### src/scg1_consts.svh
/*
  offsets, field positions, reset values and codes for the sleep clock gating register block.
  assumes a 12-bit byte address on the register bus.
*/
`ifndef SCG1_CONSTS_SVH
`define SCG1_CONSTS_SVH
`define SCG1_ADDR_W        12
`define SCG1_OFS_CTRL      12'h114
`define SCG1_OFS_STATUS    12'h200
`define SCG1_OFS_MASK      12'h204
`define SCG1_CTRL_RESET    32'h00000000
`define SCG1_CTRL_WMASK    32'h030F5033
`define SCG1_BIT_CMP1      25
`define SCG1_BIT_CMP0      24
`define SCG1_BIT_GPTM3     19
`define SCG1_BIT_GPTM0     16
`define SCG1_BIT_TW1       14
`define SCG1_BIT_TW0       12
`define SCG1_BIT_SS1       5
`define SCG1_BIT_SS0       4
`define SCG1_BIT_AS1       1
`define SCG1_BIT_AS0       0
`define SCG1_EVT_W         2
`define SCG1_EVT_FAULT     0
`define SCG1_EVT_RSVD      1
`define SCG1_UNITS         12
`define SCG1_RESP_OKAY     2'h0
`define SCG1_RESP_SLVERR   2'h2
`endif

### src/scg1_pkg.sv
/*
  types of the sleep clock gating register block.
  assumes scg1_consts.svh is on the include path.
*/
package scg1_pkg;
  typedef struct packed {
    logic cmp1;
    logic cmp0;
    logic gptm3;
    logic gptm2;
    logic gptm1;
    logic gptm0;
    logic twowire1;
    logic twowire0;
    logic syncser1;
    logic syncser0;
    logic asyncser1;
    logic asyncser0;
  } scg1_units_type;
endpackage

### src/scg1_gate.sv
/*
  per-unit sleep clock enables, one flop per unit.
  assumes sleep and auto gating inputs are synchronous to mclk_i.
*/
`timescale 1ns/1ns
`include "scg1_consts.svh"
module scg1_gate
  import scg1_pkg::*;
#(
  parameter int UNITS = `SCG1_UNITS
)
(
  input  wire logic             mclk_i,
  input  wire logic             reset_i,
  input  wire logic             sleep_i,
  input  wire logic             auto_clock_gating_i,
  input  wire logic [UNITS-1:0] gate_bits_i,
  output logic      [UNITS-1:0] clk_en_o
);
  wire             gating_active = sleep_i & auto_clock_gating_i;
  wire [UNITS-1:0] next_clk_en;

  // one enable term per unit, all held in a single register
  genvar gi;
  generate
    for (gi = 0; gi < UNITS; gi++)
    begin : g_unit
      assign next_clk_en[gi] = ~gating_active | gate_bits_i[gi];
    end
  endgenerate

  always_ff @(posedge mclk_i)
  begin
    if (reset_i)
      clk_en_o <= '0;
    else
      clk_en_o <= next_clk_en;
  end
endmodule

### src/scg1_fault.sv
/*
  checks peripheral accesses against the unit clock enables.
  assumes an access request is a one-cycle pulse with a unit index.
*/
`timescale 1ns/1ns
`include "scg1_consts.svh"
module scg1_fault
#(
  parameter int UNITS = `SCG1_UNITS
)
(
  input  wire logic             mclk_i,
  input  wire logic             reset_i,
  input  wire logic             acc_i,
  input  wire logic [3:0]       sel_i,
  input  wire logic [UNITS-1:0] clk_en_i,
  output logic                  fault_o,
  output logic                  done_o
);
  wire sel_valid = (sel_i < 4'(UNITS));
  wire sel_on    = sel_valid & clk_en_i[sel_i];

  always_ff @(posedge mclk_i)
  begin
    if (reset_i)
    begin
      fault_o <= 1'b0;
      done_o  <= 1'b0;
    end
    else
    begin
      fault_o <= acc_i & ~sel_on;
      done_o  <= acc_i & sel_on;
    end
  end
endmodule

### src/scg1_top.sv
/*
  sleep clock gating control register with an axi4-lite slave, status, mask and interrupt.
  assumes all inputs are synchronous to mclk_i; the run-mode configuration block supplies
  the auto clock gating level and the power controller the sleep level.
*/
// Implementation choices: the AXI4-Lite register port and the address map.
// Operation
// - bit 25 enables the second analog comparator clock during sleep.
// - bit 24 enables the first analog comparator clock during sleep.
// - bits 19 to 16 enable the sleep clocks of timers three down to zero.
// - bits 14 and 12 enable the sleep clocks of two-wire modules one and zero.
// - bits 5 and 4 enable the sleep clocks of synchronous serial modules one and zero.
// - bits 1 and 0 enable the sleep clocks of asynchronous serial ports one and zero.
// - a set bit clocks its unit and a clear bit leaves it unclocked and disabled.
// - any access to a unit whose clock is off ends in a bus fault.
// - every gating bit resets to zero.
// - reserved fields are read-only and read as zero.
// - the gating applies only in sleep with automatic clock gating enabled; the code also holds every unit enable low while reset_i is high.
// - the register is a 32-bit read/write word at offset 0x114 resetting to zero.
`timescale 1ns/1ns
`include "scg1_consts.svh"
module scg1_top
  import scg1_pkg::*;
#(
  parameter int ADDR_W = `SCG1_ADDR_W
)
(
  input  wire logic              mclk_i,
  input  wire logic              reset_i,
  input  wire logic [ADDR_W-1:0] s_axi_awaddr_i,
  input  wire logic              s_axi_awvalid_i,
  output logic                   s_axi_awready_o,
  input  wire logic [31:0]       s_axi_wdata_i,
  input  wire logic [3:0]        s_axi_wstrb_i,
  input  wire logic              s_axi_wvalid_i,
  output logic                   s_axi_wready_o,
  output logic [1:0]             s_axi_bresp_o,
  output logic                   s_axi_bvalid_o,
  input  wire logic              s_axi_bready_i,
  input  wire logic [ADDR_W-1:0] s_axi_araddr_i,
  input  wire logic              s_axi_arvalid_i,
  output logic                   s_axi_arready_o,
  output logic [31:0]            s_axi_rdata_o,
  output logic [1:0]             s_axi_rresp_o,
  output logic                   s_axi_rvalid_o,
  input  wire logic              s_axi_rready_i,
  input  wire logic              sleep_i,
  input  wire logic              auto_clock_gating_i,
  input  wire logic              periph_acc_i,
  input  wire logic [3:0]        periph_sel_i,
  output logic                   periph_fault_o,
  output logic                   periph_done_o,
  output scg1_units_type         unit_clk_en_o,
  output logic                   irq_o
);
  logic [31:0]            ctrl;
  logic [`SCG1_EVT_W-1:0] status;
  logic [`SCG1_EVT_W-1:0] mask;
  logic                   aw_full;
  logic                   w_full;
  logic [ADDR_W-1:0]      aw_addr;
  logic [31:0]            w_data;
  logic [3:0]             w_strb;

  // bus handshakes
  wire aw_hs    = s_axi_awvalid_i & s_axi_awready_o;
  wire w_hs     = s_axi_wvalid_i & s_axi_wready_o;
  wire ar_hs    = s_axi_arvalid_i & s_axi_arready_o;
  wire do_write = aw_full & w_full & ~s_axi_bvalid_o;

  wire next_aw_full = aw_hs | (aw_full & ~do_write);
  wire next_w_full  = w_hs | (w_full & ~do_write);
  wire next_bvalid  = do_write | (s_axi_bvalid_o & ~s_axi_bready_i);
  wire next_rvalid  = ar_hs | (s_axi_rvalid_o & ~s_axi_rready_i);

  // write decode
  wire        wr_ctrl   = do_write & (aw_addr == `SCG1_OFS_CTRL);
  wire        wr_status = do_write & (aw_addr == `SCG1_OFS_STATUS);
  wire        wr_mask   = do_write & (aw_addr == `SCG1_OFS_MASK);
  wire        wr_hit    = wr_ctrl | wr_status | wr_mask;
  wire [31:0] strb_bits = {{8{w_strb[3]}}, {8{w_strb[2]}}, {8{w_strb[1]}}, {8{w_strb[0]}}};
  wire [31:0] wr_bits   = w_data & strb_bits;
  wire [31:0] next_ctrl = ((ctrl & ~strb_bits) | wr_bits) & `SCG1_CTRL_WMASK;
  wire        rsvd_hit  = wr_ctrl & ((wr_bits & ~`SCG1_CTRL_WMASK) != 32'h00000000);

  wire [`SCG1_EVT_W-1:0] next_mask = (mask & ~strb_bits[`SCG1_EVT_W-1:0]) | wr_bits[`SCG1_EVT_W-1:0];

  // read decode
  wire rd_ctrl   = (s_axi_araddr_i == `SCG1_OFS_CTRL);
  wire rd_status = (s_axi_araddr_i == `SCG1_OFS_STATUS);
  wire rd_mask   = (s_axi_araddr_i == `SCG1_OFS_MASK);
  wire rd_hit    = rd_ctrl | rd_status | rd_mask;
  wire [31:0] rd_val =
    rd_ctrl   ? ctrl :
    rd_status ? {{(32-`SCG1_EVT_W){1'b0}}, status} :
    rd_mask   ? {{(32-`SCG1_EVT_W){1'b0}}, mask} :
    32'h00000000;

  // gate bits in unit order, most significant unit first
  wire [`SCG1_UNITS-1:0] gate_bits = {
    ctrl[`SCG1_BIT_CMP1],
    ctrl[`SCG1_BIT_CMP0],
    ctrl[`SCG1_BIT_GPTM3:`SCG1_BIT_GPTM0],
    ctrl[`SCG1_BIT_TW1],
    ctrl[`SCG1_BIT_TW0],
    ctrl[`SCG1_BIT_SS1],
    ctrl[`SCG1_BIT_SS0],
    ctrl[`SCG1_BIT_AS1],
    ctrl[`SCG1_BIT_AS0]
  };

  logic [`SCG1_UNITS-1:0] clk_en;
  logic                   fault;
  logic                   done;

  // events: access fault, write of ones into reserved positions
  wire [`SCG1_EVT_W-1:0] evt = {rsvd_hit, fault};
  wire [`SCG1_EVT_W-1:0] clr = wr_status ? wr_bits[`SCG1_EVT_W-1:0] : '0;
  wire [`SCG1_EVT_W-1:0] next_status = (status & ~clr) | evt;

  scg1_gate #(
    .UNITS (`SCG1_UNITS)
  ) u_gate (
    .mclk_i              (mclk_i),
    .reset_i             (reset_i),
    .sleep_i             (sleep_i),
    .auto_clock_gating_i (auto_clock_gating_i),
    .gate_bits_i         (gate_bits),
    .clk_en_o            (clk_en)
  );

  scg1_fault #(
    .UNITS (`SCG1_UNITS)
  ) u_fault (
    .mclk_i   (mclk_i),
    .reset_i  (reset_i),
    .acc_i    (periph_acc_i),
    .sel_i    (periph_sel_i),
    .clk_en_i (clk_en),
    .fault_o  (fault),
    .done_o   (done)
  );

  assign unit_clk_en_o  = scg1_units_type'(clk_en);
  assign periph_fault_o = fault;
  assign periph_done_o  = done;

  always_ff @(posedge mclk_i)
  begin
    if (reset_i)
      ctrl <= `SCG1_CTRL_RESET;
    else if (wr_ctrl)
      ctrl <= next_ctrl;
  end

  always_ff @(posedge mclk_i)
  begin
    if (reset_i)
    begin
      status <= '0;
      mask   <= '0;
      irq_o  <= 1'b0;
    end
    else
    begin
      status <= next_status;
      mask   <= wr_mask ? next_mask : mask;
      irq_o  <= |(next_status & (wr_mask ? next_mask : mask));
    end
  end

  always_ff @(posedge mclk_i)
  begin
    if (reset_i)
    begin
      aw_full         <= 1'b0;
      w_full          <= 1'b0;
      s_axi_awready_o <= 1'b0;
      s_axi_wready_o  <= 1'b0;
      s_axi_bvalid_o  <= 1'b0;
      s_axi_bresp_o   <= `SCG1_RESP_OKAY;
    end
    else
    begin
      aw_full         <= next_aw_full;
      w_full          <= next_w_full;
      s_axi_awready_o <= ~next_aw_full;
      s_axi_wready_o  <= ~next_w_full;
      s_axi_bvalid_o  <= next_bvalid;
      if (do_write)
        s_axi_bresp_o <= wr_hit ? `SCG1_RESP_OKAY : `SCG1_RESP_SLVERR;
    end
  end

  always_ff @(posedge mclk_i)
  begin
    if (reset_i)
    begin
      aw_addr <= '0;
      w_data  <= 32'h00000000;
      w_strb  <= 4'h0;
    end
    else
    begin
      if (aw_hs)
        aw_addr <= s_axi_awaddr_i;
      if (w_hs)
      begin
        w_data <= s_axi_wdata_i;
        w_strb <= s_axi_wstrb_i;
      end
    end
  end

  always_ff @(posedge mclk_i)
  begin
    if (reset_i)
    begin
      s_axi_arready_o <= 1'b0;
      s_axi_rvalid_o  <= 1'b0;
      s_axi_rdata_o   <= 32'h00000000;
      s_axi_rresp_o   <= `SCG1_RESP_OKAY;
    end
    else
    begin
      s_axi_arready_o <= ~next_rvalid;
      s_axi_rvalid_o  <= next_rvalid;
      if (ar_hs)
      begin
        s_axi_rdata_o <= rd_val;
        s_axi_rresp_o <= rd_hit ? `SCG1_RESP_OKAY : `SCG1_RESP_SLVERR;
      end
    end
  end

  wire gating_active = sleep_i & auto_clock_gating_i;
endmodule

### config.mk
export PLATFORM = sky130hd
export DESIGN_NAME = scg1_top
export DESIGN_NICKNAME = d
export VERILOG_FILES = /design/src/scg1_pkg.sv /design/src/scg1_gate.sv /design/src/scg1_fault.sv /design/src/scg1_top.sv
export VERILOG_INCLUDE_DIRS = /design/src
export SDC_FILE = /design/constraint.sdc
export NUM_CORES = 1
export LEC_CHECK = 0
export BUFFER_PORTS_ARGS = -buffer_cell sky130_fd_sc_hd__buf_2
export CORE_MARGIN = 10
export CORE_UTILIZATION = 29
export DETAILED_ROUTE_END_ITERATION = 10
export RECOVER_POWER = 100
export SLEW_MARGIN = 20
export SYNTH_ARGS = -nofsm -noshare
export SYNTH_HDL_FRONTEND = slang
export SYNTH_SLANG_ARGS = --single-unit
export TNS_END_PERCENT = 100
### constraint.sdc
create_clock -name mclk_i -period 1.8 [get_ports mclk_i]
set_clock_uncertainty 0.05 [all_clocks]
set_input_delay 0.09 -clock mclk_i [delete_from_list [all_inputs] [get_ports mclk_i]]
set_output_delay 0.09 -clock mclk_i [all_outputs]
set_load 0.05 [all_outputs]
# Yosys cells after proc, flatten, opt, wreduce, memory -nomap -nowiden
# Cells that the tools add are included.
[op_classes]
shifts = 0
n_div = 0
mux = 9
n_mul = 0
reduce_logical = 2
n_eq_ne = 6
add_sub_neg = 0
bitwise_logic = 57
order_cmp = 2
[op_table]
columns = ["cell", "count"]
rows = [
  ["$eq 12x10->1 const B", 4],
  ["$and 32x32->32", 1],
  ["$reduce_bool 32->1", 1],
  ["$and 26x26->26", 1],
  ["$mux 26", 1],
  ["$not 26->26", 1],
  ["$or 26x26->26", 1],
  ["$eq 12x9->1 const B", 2],
  ["$or 1x1->1", 20],
  ["$and 1x1->1", 17],
  ["$mux 2", 6],
  ["$not 1->1", 9],
  ["$and 2x2->2", 3],
  ["$lt 4x5->1 const B", 1],
  ["$bmux 1 s4", 1],
  ["$lt 4x4->1 const B", 1],
  ["$not 2->2", 2],
  ["$or 2x2->2", 2],
  ["$reduce_or 2->1", 1],
  ["$mux 1", 1],
]
[word_totals]
register_bits = 122
latchBits = 0
mem_bits_rw = 0
mem_count = 0
inputBits = 74
output_inout_bits = 56
romBits = 0

# Logic depth before layout (Yosys ltp)
# Gate-level depths: netlist of run 1.
[logic_depth]
word_depth = 9
mapped_depth = 6
ltp_nobuf = 5

# Hierarchy
# A second synthesis of run 1 with hierarchy kept.
[hier_totals]
hier_cells = 475
hier_area_um2 = 3958.8
[by_module_without_submodules]
columns = ["module", "cells_each", "area_per_inst_um2", "seq_area_each_um2", "n_inst"]
rows = [
  ["scg1_top", 419, 3362.0, 1721.7, 1],
  ["scg1_gate", 39, 416.6, 240.2, 1],
  ["scg1_fault", 17, 180.2, 40.0, 1],
]

# Worst setup path after synthesis of run 1
# No wires, ideal clock.
[synth_path]
kind = "register to register"
startpoint = "register aw_addr[11]"
endpoint = "register irq_o"
period_less_slack_ns = 1.795
arrival_ns = 1.616
path_slack_ns = 0.005
n_path_buf = 0
setup_time_ns = 0.130
t_required_ns = 1.620
stages_incl_launch_ff = 6
cell_sequence = "dfxtp_1 -> or4_1 -> nor3_1 -> nand3_1 -> a22oi_1 -> o31ai_1"
[synth_via]
elab_chain_cells = 8
elab_cells_between_ends = 14
cone_classes = "eq/ne: 3; mux: 2; bitwise: 8; reduce/logical: 1"
[synth_lines]
columns = ["element", "line_no", "text"]
rows = [
  ["start, declared", "scg1_top.sv:61", "logic [ADDR_W-1:0] aw_addr;"],
  ["start signal, assigned", "scg1_top.sv:206", "aw_addr <= s_axi_awaddr_i;"],
  ["$eq 12x10->1 (no line)", "--", ""],
  ["$and 1x1->1", "scg1_top.sv:78", "wire wr_status = do_write & (aw_addr == `SCG1_OFS_STATUS);"],
  ["$mux 2", "scg1_top.sv:118", "wire [`SCG1_EVT_W-1:0] clr = wr_status ? wr_bits[`SCG1_EVT_W-1:0] : '0;"],
  ["$not 2->2", "scg1_top.sv:119", "wire [`SCG1_EVT_W-1:0] next_status = (status & ~clr) | evt;"],
  ["$and 2x2->2", "scg1_top.sv:119", ""],
  ["$or 2x2->2", "scg1_top.sv:119", ""],
  ["$and 2x2->2 (*)", "scg1_top.sv:168", "irq_o <= |(next_status & (wr_mask ? next_mask : mask));"],
  ["$reduce_or 2->1 (*)", "scg1_top.sv:168", ""],
  ["end signal, assigned", "scg1_top.sv:168", ""],
  ["end, declared", "scg1_top.sv:54", "output logic irq_o"],
]
# Every way passes the cells marked *; elsewhere a longest branch is shown, timed or not.
# A chain may end at the register's enable or synchronous reset.

==> results.md, run 1 <==
- The floorplan step defined a die boundary enclosing 0.0183 mm^2.
- After layout, the design draws a total of between 5 and 6 mW.
- TritonCTS built the clock tree.
- The static leakage is 2.09 nW.
- The flow ran to the end, but the final reports show violations.
- No sink is reached through more buffers than the 2 on the longest clock path.
- The I/O pin count is 130.
- The pin count of the biggest net entering global routing is 48.
- The share of the clock period used by the worst path is 101%.
- The warning count from the yosys run is 0.
- The area overhead of the layout relative to synthesis is 38.5%.
- From left edge to right edge, the die measures 135 um.
- The remaining number of nets flagged by the antenna check after routing is 0.
- Counting instances, the worst hold path has a depth of 3.
- The synthesized area per cell is just over 8 um^2.
- The power density over the cells is 937 mW/mm^2.
- After detailed routing, the average wire length per cell comes to 13.2 um.
- Across the run, the number of max-cap violations was 0.
- The worst setup path is of the register to register kind.
- The number of design-rule violations left by the first detailed-router iteration is 165.
- The remaining routing DRC violations is 0.
- In the layout the commonest cells are sky130_fd_sc_hd__nand2_1 (141), sky130_fd_sc_hd__dfxtp_1 (100), sky130_fd_sc_hd__a21oi_1 (75), sky130_fd_sc_hd__buf_2 (73), sky130_fd_sc_hd__dlygate4sd3_1 (53).
- The total iterations of the first detailed-routing run is 4.
- The utilization after layout is around 40%.
- The number of endpoints with negative hold slack in the final report is 0.
- The last weighted congestion value of the routability-driven placer is ~0.8.
- STA classifies the critical path startpoint as a register.
- The most frequent standard cell in the layout excluding fill and tap cells is sky130_fd_sc_hd__nand2_1.
- The total global routing track utilization is 11.4%.
- In this design, the stage delay of the slowest critical-path cell is a little under 600 ps.
- The clock slew at the register clock pins of the worst setup and hold paths is 70 ps.
- Final hold analysis gives a worst-case slack of 43.6 ps.
- Fill cells in the final layout number 1364.
- Across all setup checks in the final design, the least slack found is -19.7 ps.
- Once the floorplan was initialized, standard cells occupied 29.4% of the core.
- The total number of nets in the final design is between 700 and 800.
- The number of antenna violations at the first check in global routing is 0.
- After synthesis the netlist holds a flip-flop and latch count of 100.
- Buffers inserted during clock tree synthesis total 9.
- Of all nets on the critical path, the largest fanout is 17.
- The number of cells produced by synthesis is 476.
- The master cell of the clock root buffer is sky130_fd_sc_hd__clkbuf_16.
- After detailed routing, the total wire length is 10800 um.
- The count of H-tree levels built during CTS is 3.
- The maximum clock frequency is 0.550 GHz.
- The wire-length estimate of the detail-placed layout is between 8000 and 9000 um.
- The worst register-to-register path begins at aw_addr[5].
- VDD sags by at most ~0.00053 V.
- The checks that failed: setup timing.
- Summed over all layers, the global routing overflow is 0.
- The relative max-transition margin is 40.2%.
- The critical path goes through or4_4 > nor4_4 > buf_12 > nand2_4 > nand2_1 > a21oi_1.
- The depth of the most critical reg-to-reg path is 6.
- The vertical die dimension is 135 um.
- Once layout is done, the placed cells without fillers occupy 0.00535 mm^2.
- The worst setup path is captured at a register.
- For the worst-skew pair, the clock arrives at the later sink with an insertion delay of 340 ps.
- The distinct cell type count of the synthesized netlist is 36.
- Setup repair after global routing could not meet its margin everywhere.
- In the synthesized netlist the async set-or-reset flop fraction comes to 0%.
- For the worst setup path, the data required time is 1930 ps.
- The number of clock sinks is 100.
- Counting flops with a built-in enable in the synthesized netlist gives 0.
- The tightest min-delay check is of the input pin to register type.
- The first global-routing pass estimated 17300 um of wire.
- The post-synth design cell area is between 0.003 and 0.004 mm^2.
- The fraction of the yosys area taken by sequential cells is 51.8%.
- The critical path starts at aw_addr[5].
- The via-per-instance ratio is 4.43.
- The cell with the largest stage delay on the worst path is sky130_fd_sc_hd__or4_4.
- In this run the cell area measured after placement is 0.00452 mm^2.
- Subtracting the final worst setup slack from the clock period gives between 1500 and 2000 ps.
- The post-route netlist has roughly 18% of its cells at a drive strength greater than 1.
- The count of final setup violators is 10.
- The via count of the first global-routing pass is 3600.
- Among all flip-flop cells after synthesis, the most frequent one is sky130_fd_sc_hd__dfxtp_1.
- The total count of max-transition violations in the final report is 0.
- The critical path data arrival time is 1950 ps.
- The core region is roughly 0.013 mm^2.
- The site row count is 42.
- The routed via count is 3604.
- The setup total negative slack is -90.4 ps.
- The transition time at the pin with the least slew margin is around 900 ps.
- The worst hold path begins at periph_sel_i[3].
- The quantity of I/O buffers inserted on ports is between 100 and 150.
worst max-delay path, delay by kind of cell (launching register included):
family                 cells  cell delay (ps)
DFF                        1              310
AOI/OAI and AO/OA          1               60
buffers and inverters      1              190
and+or+nand+nor            4             1060
per-stage QoR:
step                      worst slack, ps  instances
after CTS                           -2.37        812
after floorplan                      4.70        497
after detailed placement            -67.2        743
after global placement              -27.1        743
final                               -19.7        814
after global routing                -99.4        813
repair_timing:
item	in CTS	in global routing
pin swaps	1	3
hold endpoints to repair	54	0
hold buffers	53	0
endpoints found under the setup margin	10	14
buffers inserted	0	1
gates resized for setup	7	1
cell type report:
class	instances	area [um^2]	share of cell area, %
Clock inverter	7	81.3	1.52
Sequential cell	100	2000	37.4
Clock buffer	9	225	4.21
Tap cell	176	220	4.11
Multi-Input combinational cell	346	1700	31.7
Antenna cell	1	2.50	0.0467
Inverter	4	15.0	0.280
Timing Repair Buffer	171	1110	20.8
metal layers:
metal	GRT usage, %	routed length, um	share of wire (%)	vias up
li1	-	-	-	1853
met1	13.7	4680	43	1645
met2	18.8	5200	48	93
met3	3.52	726	6.7	13
met4	3.89	163	1.5	0
met5	0	0	0	-
Yosys cell counts (4+ instances only):
cell	n	share of area [%]
sky130_fd_sc_hd__a21oi_1	75	9.7
sky130_fd_sc_hd__nand2b_1	5	0.81
sky130_fd_sc_hd__nand2_1	143	14
sky130_fd_sc_hd__clkbuf_1	21	2.0
sky130_fd_sc_hd__buf_4	22	4.3
sky130_fd_sc_hd__dfxtp_1	100	52
sky130_fd_sc_hd__nand3_1	13	1.7
sky130_fd_sc_hd__nor3_1	4	0.52
sky130_fd_sc_hd__nor2_1	40	3.9
sky130_fd_sc_hd__inv_1	4	0.39
sky130_fd_sc_hd__mux2i_1	4	1.0
logic make-up (layout without fill, tap and decap cells):
group                  Yosys count  after routing  share of synthesized area, %
and+or+nand+nor                226            226                          25.2
muxes                            7              7                          2.78
other                            1             23                        0.0970
buffers and inverters           51            191                          7.28
DFF                            100            100                          51.8
AOI/OAI and AO/OA               91             91                          12.9
path summary, 6_finish.rpt:
| kind | to | slack [ps] |
|---|---|---|
| setup / recovery | register | -20 |
| hold / removal | u_fault.fault_o | 40 |
| setup reg to reg | register | -20 |
| hold reg to reg | s_axi_rresp_o[1] | 400 |
power by group:
part	switching, mW	internal, mW
Clock	0.856	1.10
Sequential	0.0559	2.30
Combinational	0.454	0.248
Note: power is estimated with default switching activity, not from simulation.
==> run 2: changes to the inputs <==
--- a/config.mk
+++ b/config.mk
@@ -10,6 +10,7 @@
 export CORE_MARGIN = 10
 export CORE_UTILIZATION = 29
 export DETAILED_ROUTE_END_ITERATION = 10
+export PLACE_DENSITY_LB_ADDON = 0.15
 export RECOVER_POWER = 100
 export SLEW_MARGIN = 20
 export SYNTH_ARGS = -nofsm -noshare
==> run 2 against run 1 <==
  * Hold slack lost 7.7 ps
  * Largest power group unchanged
  * Cell count shrank 0.37%
  * Power shrank 1.8%
  * Sequential power is essentially flat
  * Register-to-register slack gained 20 ps
  * Global-route usage grew 0.15 points
  * Critical path depth is the same
  * The run still ends with setup timing left
  * First-iteration DRC count grew 17%
  * Wire length shrank 1.8%
  * Flip-flop and latch count is the same
  * Combinational power is essentially flat
==> results.md, run 2 (synthesized netlist as in run 1, its figures left out) <==
- The number of antenna diodes is 0.
- The worst setup path is captured at a register.
- Data on the critical path is required at its endpoint by 1960 ps.
- The routed length on met2 is 4860 um.
- The filler cell count is between 1000 and 1500.
- The library cells used most frequently in the layout, excluding fill and tap cells, are sky130_fd_sc_hd__nand2_1 (141), sky130_fd_sc_hd__dfxtp_1 (100), sky130_fd_sc_hd__a21oi_1 (75), sky130_fd_sc_hd__buf_2 (73), sky130_fd_sc_hd__dlygate4sd3_1 (52).
- The clock tree from TritonCTS is built.
- Post-CTS timing repair inserted 0 buffers for setup.
- After layout, the minimum clock period comes to about 1800 ps.
- Setup repair after global routing could not meet its margin everywhere.
- 130 I/O pins were placed.
- After the last flow step, the layout net total stands at 705.
- With fillers left out, the area of the finished cells amounts to around 0.0053 mm^2.
- The maximum fanout along the worst path is 17.
- The master cell of the clock root buffer is sky130_fd_sc_hd__clkbuf_16.
- The wire length after detailed routing is 10600 um.
- The met3 wire length is between 700 and 800 um.
- STA classifies the critical path startpoint as a register.
- The count of final setup violators is 1.
- The total count of max-transition violations in the final report is 0.
- The via-per-instance ratio is 4.33.
- By startpoint and endpoint, the worst setup path is classified as register to register.
- The maximum clock frequency is 0.554 GHz.
- The placed wire-length estimate after detailed placement is around 7700 um.
- The site row count is 42.
- The combined area of the multi-input logic cells is 0.00169 mm^2.
- In this run the vertical extent of the chip is 135 um.
- The number of design-rule violations left by the first detailed-router iteration is 193.
- Max-cap violations in this run came to 0.
- The setup check on the worst reg-to-reg path leaves a slack of -4 ps.
- The final reports fail on setup timing.
- Clock-pin slew was measured on the worst setup and hold paths at 70 ps.
- The number of antenna violations at the first check in global routing came to 0.
- The starting density of the core is 29.4%.
- In the final timing run, aggregate negative setup slack is -3.81 ps.
- After detailed routing, the wire length on met1 is 4860 um.
- Entering global routing, the biggest net connects 46 pins.
- The total global routing track utilization is 11.5%.
- Cells with a size suffix above 1 make up 17.2% of the layout.
- The static leakage is ~2.1 nW.
- Data arrives at the worst endpoint at 1960 ps.
- TritonCTS created 9 clock buffers.
- The horizontal die dimension is 135 um.
- In this run the standard cell core region covers 0.0131 mm^2.
- The placed standard-cell area is 0.00453 mm^2.
- The count of nets left with antenna violations once routing finished came out at 0.
- The via count of the first global-routing pass is 3600.
- Across all setup checks in the final design, the least slack found is -3.81 ps.
- The last weighted congestion value of the routability-driven placer is approximately 0.75.
- The overall die area is ~0.018 mm^2.
- Clock latency on the worst-skew pair, taken at its later pin, is 340 ps.
- The share of the clock period used by the worst path is 100%.
- Dividing total power by cell area gives a power density of 927 mW/mm^2.
- The completed layout was analyzed and its total power is 4.93 mW.
- The transition time at the pin with the least slew margin is 764 ps.
- The area overhead of the layout relative to synthesis is 37.5%.
- The flow ran to the end, but the final reports show violations.
- Counting every sink on the clock net gives 100.
- The remaining global-route overflow is 0.
- The highest metal layer with signal wires is met4.
- After detailed routing, the average wire length per cell comes to 13.0 um.
- The sequential standard cell area is 0.00200 mm^2.
- The total iterations of the first detailed-routing run is 4.
- The setup slack after placement is -106 ps.
- The longest clock path from root to sink contains 2 buffers.
- The first global-routing pass estimated roughly 17000 um of wire.
- The path class of the lowest-slack min-delay path is input pin to register.
- The number of endpoints with negative hold slack in the final report is 0.
- The remaining routing DRC violations is 0.
- The count of H-tree levels built during CTS is 3.
- The quantity of I/O buffers inserted on ports is between 100 and 150.
- The library cell used most frequently in the layout, excluding fill and tap cells, is sky130_fd_sc_hd__nand2_1.
- In this run the tightest slew margin relative to its limit is 48.9%.
- The maximum ir drop on the vdd rail is 0.000429 V.
- The routed layout has 3513 vias.
run 2: changes by cell type in the layout (fill, tap and decap cells not counted), sizes merged:
cell	delta
inv	-3
clkbuf	+1
clkinv	+1
diode	-1
dlygate4sd3	-1
run 2: worst max-delay path, cell delays in order (launching register included):
cell	delay [ps]
sky130_fd_sc_hd__dfxtp_1	310
sky130_fd_sc_hd__or4_4	580
sky130_fd_sc_hd__nor4_4	330
sky130_fd_sc_hd__buf_12	190
sky130_fd_sc_hd__nand2_1	80
sky130_fd_sc_hd__nand2_1	80
sky130_fd_sc_hd__a21oi_1	60
run 2: metal layers:
layer  global-route usage, %  vias up
li1                        -     1848
met1                    14.2     1564
met2                    18.6       92
met3                    3.49        9
met4                    4.31        0
met5                       0        -
run 2: timing repair:
item                                   in CTS  in global routing
hold buffers                               52                  0
endpoints found under the hold margin      53                  0
setup endpoints to repair                  14                 15
pin swaps                                   2                  1
gates resized for setup                     6                  1
run 2: layout make-up:
class | count | area share [%]
multi-input cells | 346 | 31.8
clock inverters | 5 | 1.01
flip-flops and latches | 100 | 37.7
clock buffers | 10 | 4.31
well taps | 176 | 4.15
inverters | 4 | 0.283
repair buffers | 170 | 20.7
run 2: path summary, 6_finish.rpt:
| path | end | start | depth (start not counted) |
|---|---|---|---|
| worst min register to register | w_data[9] | w_data[9] | 2 |
| worst min-delay path | u_fault.fault_o | periph_sel_i[3] | 3 |
| worst max-delay path | register | aw_addr[5] | 6 |
| worst max register to register | register | aw_addr[5] | 6 |
run 2: stage by stage:
stage / utilization [%] / hold WS [ps] / instances
after floorplan: - / 147 / 497
after global placement: 34.5 / 276 / 744
after detailed placement: 34.5 / 277 / 744
after CTS: 40.8 / 20.3 / 811
after global routing: 40.4 / 49.2 / 811
final: 40.4 / 35.9 / 811
run 2: report_power, final:
part | internal, mW | switching [mW] | total, mW
logic | 0.247 | 0.453 | 0.700
registers | 2.30 | 0.0545 | 2.36
clock network | 1.07 | 0.804 | 1.87
